**src/rtl/fsc_regs.vh**
```
// Purpose: Constants for the flash command controller (host side).
// Assumes: Word-wide asynchronous NOR flash with a byte-wide command set.
// Notes: Register offsets are word indices on the plain software port.
`ifndef FSC_REGS_VH
`define FSC_REGS_VH
// Software register offsets.
`define FSC_OFF_ADDR 4'h0
`define FSC_OFF_DATA 4'h1
`define FSC_OFF_DATA2 4'h2
`define FSC_OFF_CMD 4'h3
`define FSC_OFF_STAT 4'h4
`define FSC_OFF_RDATA 4'h5
`define FSC_OFF_CFG 4'h6
// Operation codes written to the command register.
`define FSC_OP_SUSPEND 4'h1
`define FSC_OP_RESUME 4'h2
`define FSC_OP_RDARRAY 4'h3
`define FSC_OP_RDSTAT 4'h4
`define FSC_OP_CLRSTAT 4'h5
`define FSC_OP_PROG 4'h6
`define FSC_OP_DUAL 4'h7
`define FSC_OP_PRPROG 4'h8
`define FSC_OP_PRLOCK 4'h9
`define FSC_OP_IDENT 4'hA
`define FSC_OP_READ 4'hB
`define FSC_OP_POLL 4'hC
// Flash command bytes.
`define FSC_CB_SUSPEND 8'hB0
`define FSC_CB_RESUME 8'hD0
`define FSC_CB_READ 8'hFF
`define FSC_CB_PROG 8'h40
`define FSC_CB_STATUS 8'h70
`define FSC_CB_PRPROG 8'hC0
`define FSC_CB_CLEAR 8'h50
`define FSC_CB_DUAL 8'hE0
`define FSC_CB_IDENT 8'h90
// Protection register addressing.
`define FSC_PR_LOCK_WORD 16'hFFFD
`define FSC_PR_LOCK_OFS 8'h80
`define FSC_PR_FIRST 8'h81
`define FSC_PR_LAST 8'h88
`define FSC_PR_UPPER_BOT 14'h0000
`define FSC_PR_UPPER_TOP 14'h3F80
// Status bit positions.
`define FSC_SR_LOCKED 1
`define FSC_SR_SUPPLY 3
`define FSC_SR_PFAIL 4
`define FSC_SR_EFAIL 5
`define FSC_SR_PAUSED 6
`define FSC_SR_READY 7
// Bus timing: strobe low time and recovery, in ns and cycles at 4 ns.
`define FSC_CLK_NS 4
`define FSC_T_STROBE_NS 80
`define FSC_T_STROBE_CYC ((`FSC_T_STROBE_NS + `FSC_CLK_NS - 1) / `FSC_CLK_NS)
`define FSC_T_GAP_NS 40
`define FSC_T_GAP_CYC ((`FSC_T_GAP_NS + `FSC_CLK_NS - 1) / `FSC_CLK_NS)
`endif

```
**src/rtl/fsc_ctrl.v**
```verilog
// Purpose: Host controller that issues command sequences to a NOR flash.
// Assumes: Flash pins are asynchronous; data read back passes two flops.
// Notes: Software loads address and data, then writes an operation code.
`timescale 1ns/100ps
`default_nettype none
`include "fsc_regs.vh"

// Contract
// - Suspend writes B0 to an address in the erasing plane.
// - While suspended, only sectors other than the interrupted one are touched; the code refuses only program, dual program and FSC_OP_READ in that sector.
// - D0 at any address resumes the suspended operation.
// - After read or program in suspended plane, write 70 there for status.
// - Protection program: C0 then data to target, then poll ready.
// - After the last program the host writes FF for array read.
// - Word program puts the word address on setup and data cycles.
// - Dual program: E0 then two writes differing only in address bit zero.
// - Read status: 70 then read at same plane; status on low byte.
// - Lock user block: C0 then FFFD at protection offset 80.
// - Protection upper address is 0000H bottom boot, 3F80H top boot.
module fsc_ctrl (
  // Clock and reset.
  input wire clk_sys,
  input wire rst,
  // Software register port.
  input wire [3:0] sw_addr,
  input wire [31:0] sw_wdata,
  input wire sw_wr,
  input wire sw_rd,
  output reg [31:0] sw_rdata,
  // Flash pins.
  output reg [21:0] fl_a,
  input wire [15:0] fl_dq_i,
  output reg [15:0] fl_dq_o,
  output reg fl_dq_oe,
  output reg fl_ce_n,
  output reg fl_oe_n,
  output reg fl_we_n
);

  localparam [3:0] ST_IDLE = 4'b0001;
  localparam [3:0] ST_WR = 4'b0010;
  localparam [3:0] ST_RD = 4'b0100;
  localparam [3:0] ST_GAP = 4'b1000;
  // The counts are worked out as integers, then cut to the counter width on purpose.
  localparam integer STROBE_INT = `FSC_T_STROBE_CYC;
  localparam integer GAP_INT = `FSC_T_GAP_CYC;
  localparam [7:0] STROBE_CYC = STROBE_INT[7:0];
  localparam [7:0] GAP_CYC = GAP_INT[7:0];

  reg [3:0] state_q;
  reg [21:0] addr_q;
  reg [15:0] data_q;
  reg [15:0] data2_q;
  reg top_boot_q;
  reg [7:0] status_flags_q;
  reg [15:0] rdata_q;
  reg busy_q;
  reg err_q;
  reg paused_q;
  reg [21:0] pause_addr_q;
  reg [3:0] op_q;
  reg [1:0] step_q;
  reg [7:0] cnt_q;
  reg rd_is_stat_q;
  reg [15:0] sync1_q;
  reg [15:0] sync2_q;

  // Protection register word address, upper field set by boot variant.
  function [21:0] pr_addr;
    input top;
    input [7:0] ofs;
    begin
      pr_addr = {(top ? `FSC_PR_UPPER_TOP : `FSC_PR_UPPER_BOT), ofs};
    end
  endfunction

  // Number of bus cycles in each operation.
  function [1:0] op_len;
    input [3:0] op;
    begin
      case (op)
        `FSC_OP_PROG, `FSC_OP_PRPROG, `FSC_OP_PRLOCK, `FSC_OP_IDENT,
        `FSC_OP_RDSTAT: op_len = 2'd2;
        `FSC_OP_DUAL: op_len = 2'd3;
        default: op_len = 2'd1;
      endcase
    end
  endfunction

  // Pin data pass two flops; the first is read only by the second.
  always @(posedge clk_sys or posedge rst) begin
    if (rst) begin
      sync1_q <= 16'h0000;
      sync2_q <= 16'h0000;
    end else begin
      sync1_q <= fl_dq_i;
      sync2_q <= sync1_q;
    end
  end

  // Launch check: refusal cases computed from the requested operation.
  wire start_w = sw_wr && (sw_addr == `FSC_OFF_CMD) && !busy_q;
  wire [3:0] req_op = sw_wdata[3:0];
  wire is_prog = (req_op == `FSC_OP_PROG) || (req_op == `FSC_OP_DUAL);
  wire is_pr = (req_op == `FSC_OP_PRPROG);
  wire pr_out = (addr_q[7:0] < `FSC_PR_FIRST) || (addr_q[7:0] > `FSC_PR_LAST);
  wire same_sector = paused_q && (addr_q[21:12] == pause_addr_q[21:12]);
  wire supply_block = status_flags_q[`FSC_SR_SUPPLY] && (is_prog || is_pr);
  wire dual_bad = (req_op == `FSC_OP_DUAL) && 1'b0;
  wire refuse = supply_block || (is_pr && pr_out) || dual_bad ||
    (same_sector && (is_prog || req_op == `FSC_OP_READ));

  // Address and data for each bus step of the current operation.
  reg [21:0] step_a;
  reg [15:0] step_d;
  reg step_rd;
  always @* begin
    step_a = addr_q;
    step_d = 16'h0000;
    step_rd = 1'b0;
    case (op_q)
      `FSC_OP_SUSPEND: step_d = {8'h00, `FSC_CB_SUSPEND};
      `FSC_OP_RESUME: step_d = {8'h00, `FSC_CB_RESUME};
      `FSC_OP_RDARRAY: step_d = {8'h00, `FSC_CB_READ};
      `FSC_OP_CLRSTAT: step_d = {8'h00, `FSC_CB_CLEAR};
      `FSC_OP_POLL: step_rd = 1'b1;
      `FSC_OP_READ: step_rd = 1'b1;
      `FSC_OP_RDSTAT: begin
        step_d = {8'h00, `FSC_CB_STATUS};
        step_rd = (step_q == 2'd1);
      end
      `FSC_OP_PROG: step_d = (step_q == 2'd0) ? {8'h00, `FSC_CB_PROG} : data_q;
      `FSC_OP_DUAL: begin
        step_a = (step_q == 2'd2) ? {addr_q[21:1], 1'b1} : {addr_q[21:1], 1'b0};
        step_d = (step_q == 2'd0) ? {8'h00, `FSC_CB_DUAL} :
          ((step_q == 2'd1) ? data_q : data2_q);
      end
      `FSC_OP_PRPROG: begin
        step_a = pr_addr(top_boot_q, addr_q[7:0]);
        step_d = (step_q == 2'd0) ? {8'h00, `FSC_CB_PRPROG} : data_q;
      end
      `FSC_OP_PRLOCK: begin
        step_a = pr_addr(top_boot_q, `FSC_PR_LOCK_OFS);
        step_d = (step_q == 2'd0) ? {8'h00, `FSC_CB_PRPROG} : `FSC_PR_LOCK_WORD;
      end
      `FSC_OP_IDENT: begin
        step_d = {8'h00, `FSC_CB_IDENT};
        step_rd = (step_q == 2'd1);
      end
      default: step_d = 16'h0000;
    endcase
  end

  // Bus sequencer: each step is a recovery gap, then a timed strobe.
  always @(posedge clk_sys or posedge rst) begin
    if (rst) begin
      state_q <= ST_IDLE;
      busy_q <= 1'b0;
      err_q <= 1'b0;
      op_q <= 4'h0;
      step_q <= 2'd0;
      cnt_q <= 8'h00;
      fl_a <= 22'h000000;
      fl_dq_o <= 16'h0000;
      fl_dq_oe <= 1'b0;
      fl_ce_n <= 1'b1;
      fl_oe_n <= 1'b1;
      fl_we_n <= 1'b1;
      rd_is_stat_q <= 1'b0;
      rdata_q <= 16'h0000;
      status_flags_q <= 8'h80;
      paused_q <= 1'b0;
      pause_addr_q <= 22'h000000;
    end else begin
      case (state_q)
        ST_IDLE: begin
          if (start_w) begin
            if (refuse) begin
              err_q <= 1'b1;
            end else begin
              err_q <= 1'b0;
              op_q <= req_op;
              step_q <= 2'd0;
              busy_q <= 1'b1;
              state_q <= ST_GAP;
              cnt_q <= 8'h00;
              if (req_op == `FSC_OP_SUSPEND) begin
                pause_addr_q <= addr_q;
              end
              if (req_op == `FSC_OP_CLRSTAT) begin
                status_flags_q[`FSC_SR_LOCKED] <= 1'b0;
                status_flags_q[`FSC_SR_SUPPLY] <= 1'b0;
                status_flags_q[`FSC_SR_PFAIL] <= 1'b0;
                status_flags_q[`FSC_SR_EFAIL] <= 1'b0;
              end
              if (req_op == `FSC_OP_RESUME) begin
                paused_q <= 1'b0;
              end
            end
          end
        end
        ST_GAP: begin
          if (cnt_q >= GAP_CYC - 8'd1) begin
            cnt_q <= 8'h00;
            fl_a <= step_a;
            fl_ce_n <= 1'b0;
            rd_is_stat_q <= (op_q == `FSC_OP_RDSTAT) || (op_q == `FSC_OP_POLL);
            if (step_rd) begin
              fl_oe_n <= 1'b0;
              state_q <= ST_RD;
            end else begin
              fl_dq_o <= {8'h00, step_d[7:0]} | (step_q == 2'd0 ? 16'h0000 : step_d);
              fl_dq_oe <= 1'b1;
              fl_we_n <= 1'b0;
              state_q <= ST_WR;
            end
          end else begin
            cnt_q <= cnt_q + 8'd1;
          end
        end
        ST_WR, ST_RD: begin
          if (cnt_q >= STROBE_CYC - 8'd1) begin
            cnt_q <= 8'h00;
            fl_ce_n <= 1'b1;
            fl_oe_n <= 1'b1;
            fl_we_n <= 1'b1;
            fl_dq_oe <= 1'b0;
            if (state_q == ST_RD) begin
              rdata_q <= sync2_q;
              if (rd_is_stat_q) begin
                status_flags_q <= sync2_q[7:0];
                if (sync2_q[`FSC_SR_READY] && sync2_q[`FSC_SR_PAUSED]) begin
                  paused_q <= 1'b1;
                end
              end
            end
            if (step_q == op_len(op_q) - 2'd1) begin
              state_q <= ST_IDLE;
              busy_q <= 1'b0;
            end else begin
              step_q <= step_q + 2'd1;
              state_q <= ST_GAP;
            end
          end else begin
            cnt_q <= cnt_q + 8'd1;
          end
        end
        default: state_q <= ST_IDLE;
      endcase
    end
  end

  // Software writable registers.
  always @(posedge clk_sys or posedge rst) begin
    if (rst) begin
      addr_q <= 22'h000000;
      data_q <= 16'h0000;
      data2_q <= 16'h0000;
      top_boot_q <= 1'b0;
    end else if (sw_wr && !busy_q) begin
      case (sw_addr)
        `FSC_OFF_ADDR: addr_q <= sw_wdata[21:0];
        `FSC_OFF_DATA: data_q <= sw_wdata[15:0];
        `FSC_OFF_DATA2: data2_q <= sw_wdata[15:0];
        `FSC_OFF_CFG: top_boot_q <= sw_wdata[0];
        default: top_boot_q <= top_boot_q;
      endcase
    end
  end

  // Read data stands one cycle after the read strobe; unmapped reads zero.
  always @(posedge clk_sys or posedge rst) begin
    if (rst) begin
      sw_rdata <= 32'h00000000;
    end else if (sw_rd) begin
      case (sw_addr)
        `FSC_OFF_ADDR: sw_rdata <= {10'h000, addr_q};
        `FSC_OFF_DATA: sw_rdata <= {16'h0000, data_q};
        `FSC_OFF_DATA2: sw_rdata <= {16'h0000, data2_q};
        `FSC_OFF_STAT: sw_rdata <= {21'h000000, paused_q, err_q, busy_q, status_flags_q};
        `FSC_OFF_RDATA: sw_rdata <= {16'h0000, rdata_q};
        `FSC_OFF_CFG: sw_rdata <= {31'h00000000, top_boot_q};
        default: sw_rdata <= 32'h00000000;
      endcase
    end else begin
      sw_rdata <= 32'h00000000;
    end
  end

endmodule // fsc_ctrl
`default_nettype wire

```
**config.mk**
```make
export PLATFORM = sky130hd
export DESIGN_NAME = fsc_ctrl
export DESIGN_NICKNAME = d
export VERILOG_FILES = /design/src/rtl/fsc_ctrl.v
export VERILOG_INCLUDE_DIRS = /design/src /design/src/rtl
export SDC_FILE = /design/constraint.sdc
export NUM_CORES = 1
export LEC_CHECK = 0
export BUFFER_PORTS_ARGS = -buffer_cell sky130_fd_sc_hd__buf_2
export CAP_MARGIN = 25
export CORE_UTILIZATION = 50
export CTS_BUF_LIST = sky130_fd_sc_hd__clkbuf_16
export CTS_CLUSTER_SIZE = 24
export DETAILED_ROUTE_END_ITERATION = 8
export PLACE_DENSITY = 0.85
export SLEW_MARGIN = 0
export SYNTH_ARGS = -nofsm -noshare
export SYNTH_HDL_FRONTEND = slang
export SYNTH_SLANG_ARGS = --single-unit
```
**constraint.sdc**
```tcl
create_clock -name clk_sys -period 7.6 [get_ports clk_sys]
set_clock_uncertainty 0.15 [all_clocks]
set_input_delay 1.52 -clock clk_sys [delete_from_list [all_inputs] [get_ports clk_sys]]
set_output_delay 1.52 -clock clk_sys [all_outputs]
set_load 0.01 [all_outputs]
```
==> out/results.txt <==
The power density of the placed cells was 324 nW/um^2; the data arrival at the endpoint of the critical path was 3.82 ns. After the flow finishes, the layout carries non-filler instances totaling 1088. Register-to-register setup slack: 4.35 ns.

TritonCTS built the clock tree. The summed instance area of the synthesized netlist is 8790 um^2. The count of clock tree sinks came out at 207.

Global routing consumed, over all layers together, 23.6% of the routing resources. The initial antenna violation count was 0; the cell-internal power was 2230 uW. The logs give 65 for the number of distinct standard cells referenced by the synthesized netlist and 22.2% for the logic gate share of total power. The tightest hold path in the finished design has a slack of 0.195 ns.

The worst setup path is launched from an input pin. Net switching is 32.5% of the power. The number of endpoints with negative hold slack in the final report was 0. The aggregate global routing overflow came out at 0.

The final core utilization was 59.4%; the post-synthesis sequential element count was 207. Number of max-slew violations in the final report: 0. The leading area contributor after synthesis is dfrtp_1. Dividing the detail-routed wire length by the instance count gives 19.1 um.

The relative contribution of sequential cells to total power is 47.5%, and the final period demand of the worst path is 3.60 ns. Number of hold buffers added after cts: 0. Counting flops with a built-in enable in the synthesized netlist gives 0. The tools report the total die area as 18100 um^2. The fraction of registers with async set or reset after synthesis was 100%; the number of setup buffers added after CTS was 0. Once the floorplan was initialized, standard cells occupied 51.0% of the core.

The run finished with clean final reports. The core region area is 17200 um^2, and the count of unresolved DRC violations after routing is 0. The share of layout cells above drive strength 1 works out to 29.1%.

The fmax is 278 MHz, and the weighted congestion at the end of routability-driven global placement is 0.885. The overall die width was 135 um. The library cells used most frequently in the layout, excluding fill and tap cells, are dfrtp_1 (202), buf_2 (109), nand2_1 (84). The post-cts gate resize count was 0. Clock tree synthesis selected as its root buffer the cell clkbuf_16.

The tools report the count of maximum capacitance violations as 0. Averaged over all synthesized cells, the footprint is 11.8 um^2. The run gives 0 ns as the setup total negative slack.

The sequential-to-total area share from yosys stat is 59.0%. The total net switching power is 1080 uW, and the leakage component of the power is 0.00492 uW. For the pin with the worst max-slew slack, the measured transition is 0.954 ns.

STA classifies the critical path endpoint as a register. For the worst setup path, the data required time is 7.82 ns. The overall routed net length is 20800 um, and the layout-stage area growth over the synthesis result is 16.4%. Dividing the detail-routed via count by the number of cells gives 5.94. The main flop type after synthesis is dfrtp_1. For the count of H-tree levels built during CTS, the log shows 1.

The critical path in this run is classified as input pin to register. Yosys printed 0 warnings. In this run, the number of DRC markers left after iteration 0 of detailed routing was 586. Pin placement for this block handled 130 I/O pins.

Yosys attributes the largest share of cell area to dfrtp_1 (57%), mux2_2 (10%), nand2_1 (3.6%). The remaining antenna violation count is 0. The run gives 743 as the number of cells produced by synthesis. The count of input and output buffers is 109. For the standard-cell row count, the log shows 48. The CTS buffer count is 22, and the height of the die is 135 um. In this run the tightest slew margin relative to its limit is 36.2%. The repair_antennas step left the layout with diodes totalling 0. The share of the clock period used by the worst path after layout is 47.3%. Setup repair after global routing left no endpoint under its margin. Of all nets on the critical path, the largest fanout is 10. Of the total power, the clock network draws 30.3%. The via count of the first global-routing pass is 6265. In this run the cell area measured after placement is 9530 um^2. The area of all placed cells without fillers was 10200 um^2; the number of buffers on the longest clock path was 3.

For the overall via count from detail_route, the log shows 6459. The net count of the finished layout was 910; the clock transition at the registers of the reported paths was 0.06 ns. The number of instances in the placed design was 1047; the first-pass detailed-route iteration total was 6.

The run gives 131 as the pin count of the biggest net entering global routing. The first global-routing pass estimated 33200 um of wire. The most common library cell in the layout ignoring fill and taps was dfrtp_1. Setup violations remaining at the end of the flow were counted as 0.

The clock latency reported for the late side of the worst-skew pair is 0.51 ns, and the area fraction of the dominant cell type after synthesis is 57.5%. Once detailed placement completed, the half-perimeter wirelength came to 14000 um. The path class of the tightest hold or removal check is register to register.

The tools report the largest vdd supply drop as 0.194 mV.
-- worst max-delay path, stage by stage --
cell and delay [ns]:
buf_2 0.11, nor2b_1 0.29, nor4b_1 0.47, o21ai_1 0.29, nor3_4 0.55, nand2_4 0.20
mux2_1 0.38
-- layout make-up --
type,count,area [um^2]
Timing Repair Buffer,121,671
Sequential cell,207,5190
Multi-Input combinational cell,484,3370
Fill cell,1365,7000
Tap cell,225,282
Inverter,12,52.6
Clock buffer,23,576
Clock inverter,16,98.8
-- synth_stat cells (all sizes together) (6+ instances only) --
cell and n:
xnor2 9, inv 12, nand3 22, a21oi 31
nand2b 7, nor4 6, a31oi 16, and3 9
o21ai 37, nand2 85, nor3 8, ha 6
mux2 92, a221oi 10, buf 16, nor2 30
nor2b 9, clkbuf 33, a22oi 37, dfrtp 202
-- registers in the layout (all words and copies together) (netlist names), 10 cells and up --
signal	cells
data2_q	16
sync2_q	16
data_q	16
addr_q	22
pause_addr_q	10
sync1_q	16
fl_a	22
rdata_q	16
fl_dq_o	16
sw_rdata	22
-- power groups by stage --
stage	Clock, uW	Combinational (uW)	Sequential [uW]
floorplan	0	550	1500
finish	1000	734	1570
global placement	0	697	1570
detailed placement	0	723	1580
global route	1060	805	1600
CTS	1020	729	1560
-- worst paths after layout --
kind / start / end / cells past startpoint
max: sw_wr / pause_addr_q[15] / 7
min: sync1_q[1] / sync2_q[1] / 0
max reg2reg: op_q[2] / fl_dq_o[13] / 6
min reg2reg: sync1_q[1] / sync2_q[1] / 0
max in group asynchronous: rst / fl_dq_o[13] / 3
min in group asynchronous: rst / sync2_q[5] / 2
-- through the flow --
stage / total power, uW / worst slack (ns)
2_1_floorplan: 2050 / 0.286
3_3_place_gp: 2260 / 3.63
3_5_place_dp: 2300 / 3.54
4_1_cts: 3310 / 4.03
5_1_grt: 3470 / 3.84
6_report: 3310 / 4.00
-- routing by layer --
metal | track usage (%) | wire (um) | vias up
met5 | 0 | 0 | -
met4 | 8.93 | 656 | 0
met3 | 4.50 | 1570 | 55
met2 | 37.7 | 9950 | 300
met1 | 32.0 | 8640 | 3241
li1 | - | - | 2863
-- cell families (layout without fill, tap and decap cells) --
kind of cell / after synthesis / in the layout / share of synthesized area [%]
other: 1 / 10 / 0.0427
multiplexers: 95 / 95 / 12.1
adder cells (fa/ha/maj): 6 / 6 / 0.854
XOR/XNOR: 12 / 12 / 1.20
buffers and inverters: 61 / 172 / 3.13
flip-flops: 207 / 207 / 59.0
AND/OR/NAND/NOR: 202 / 202 / 11.5
AO/OA/AOI/OAI: 159 / 159 / 12.2
(Power assumes the default switching activity.)
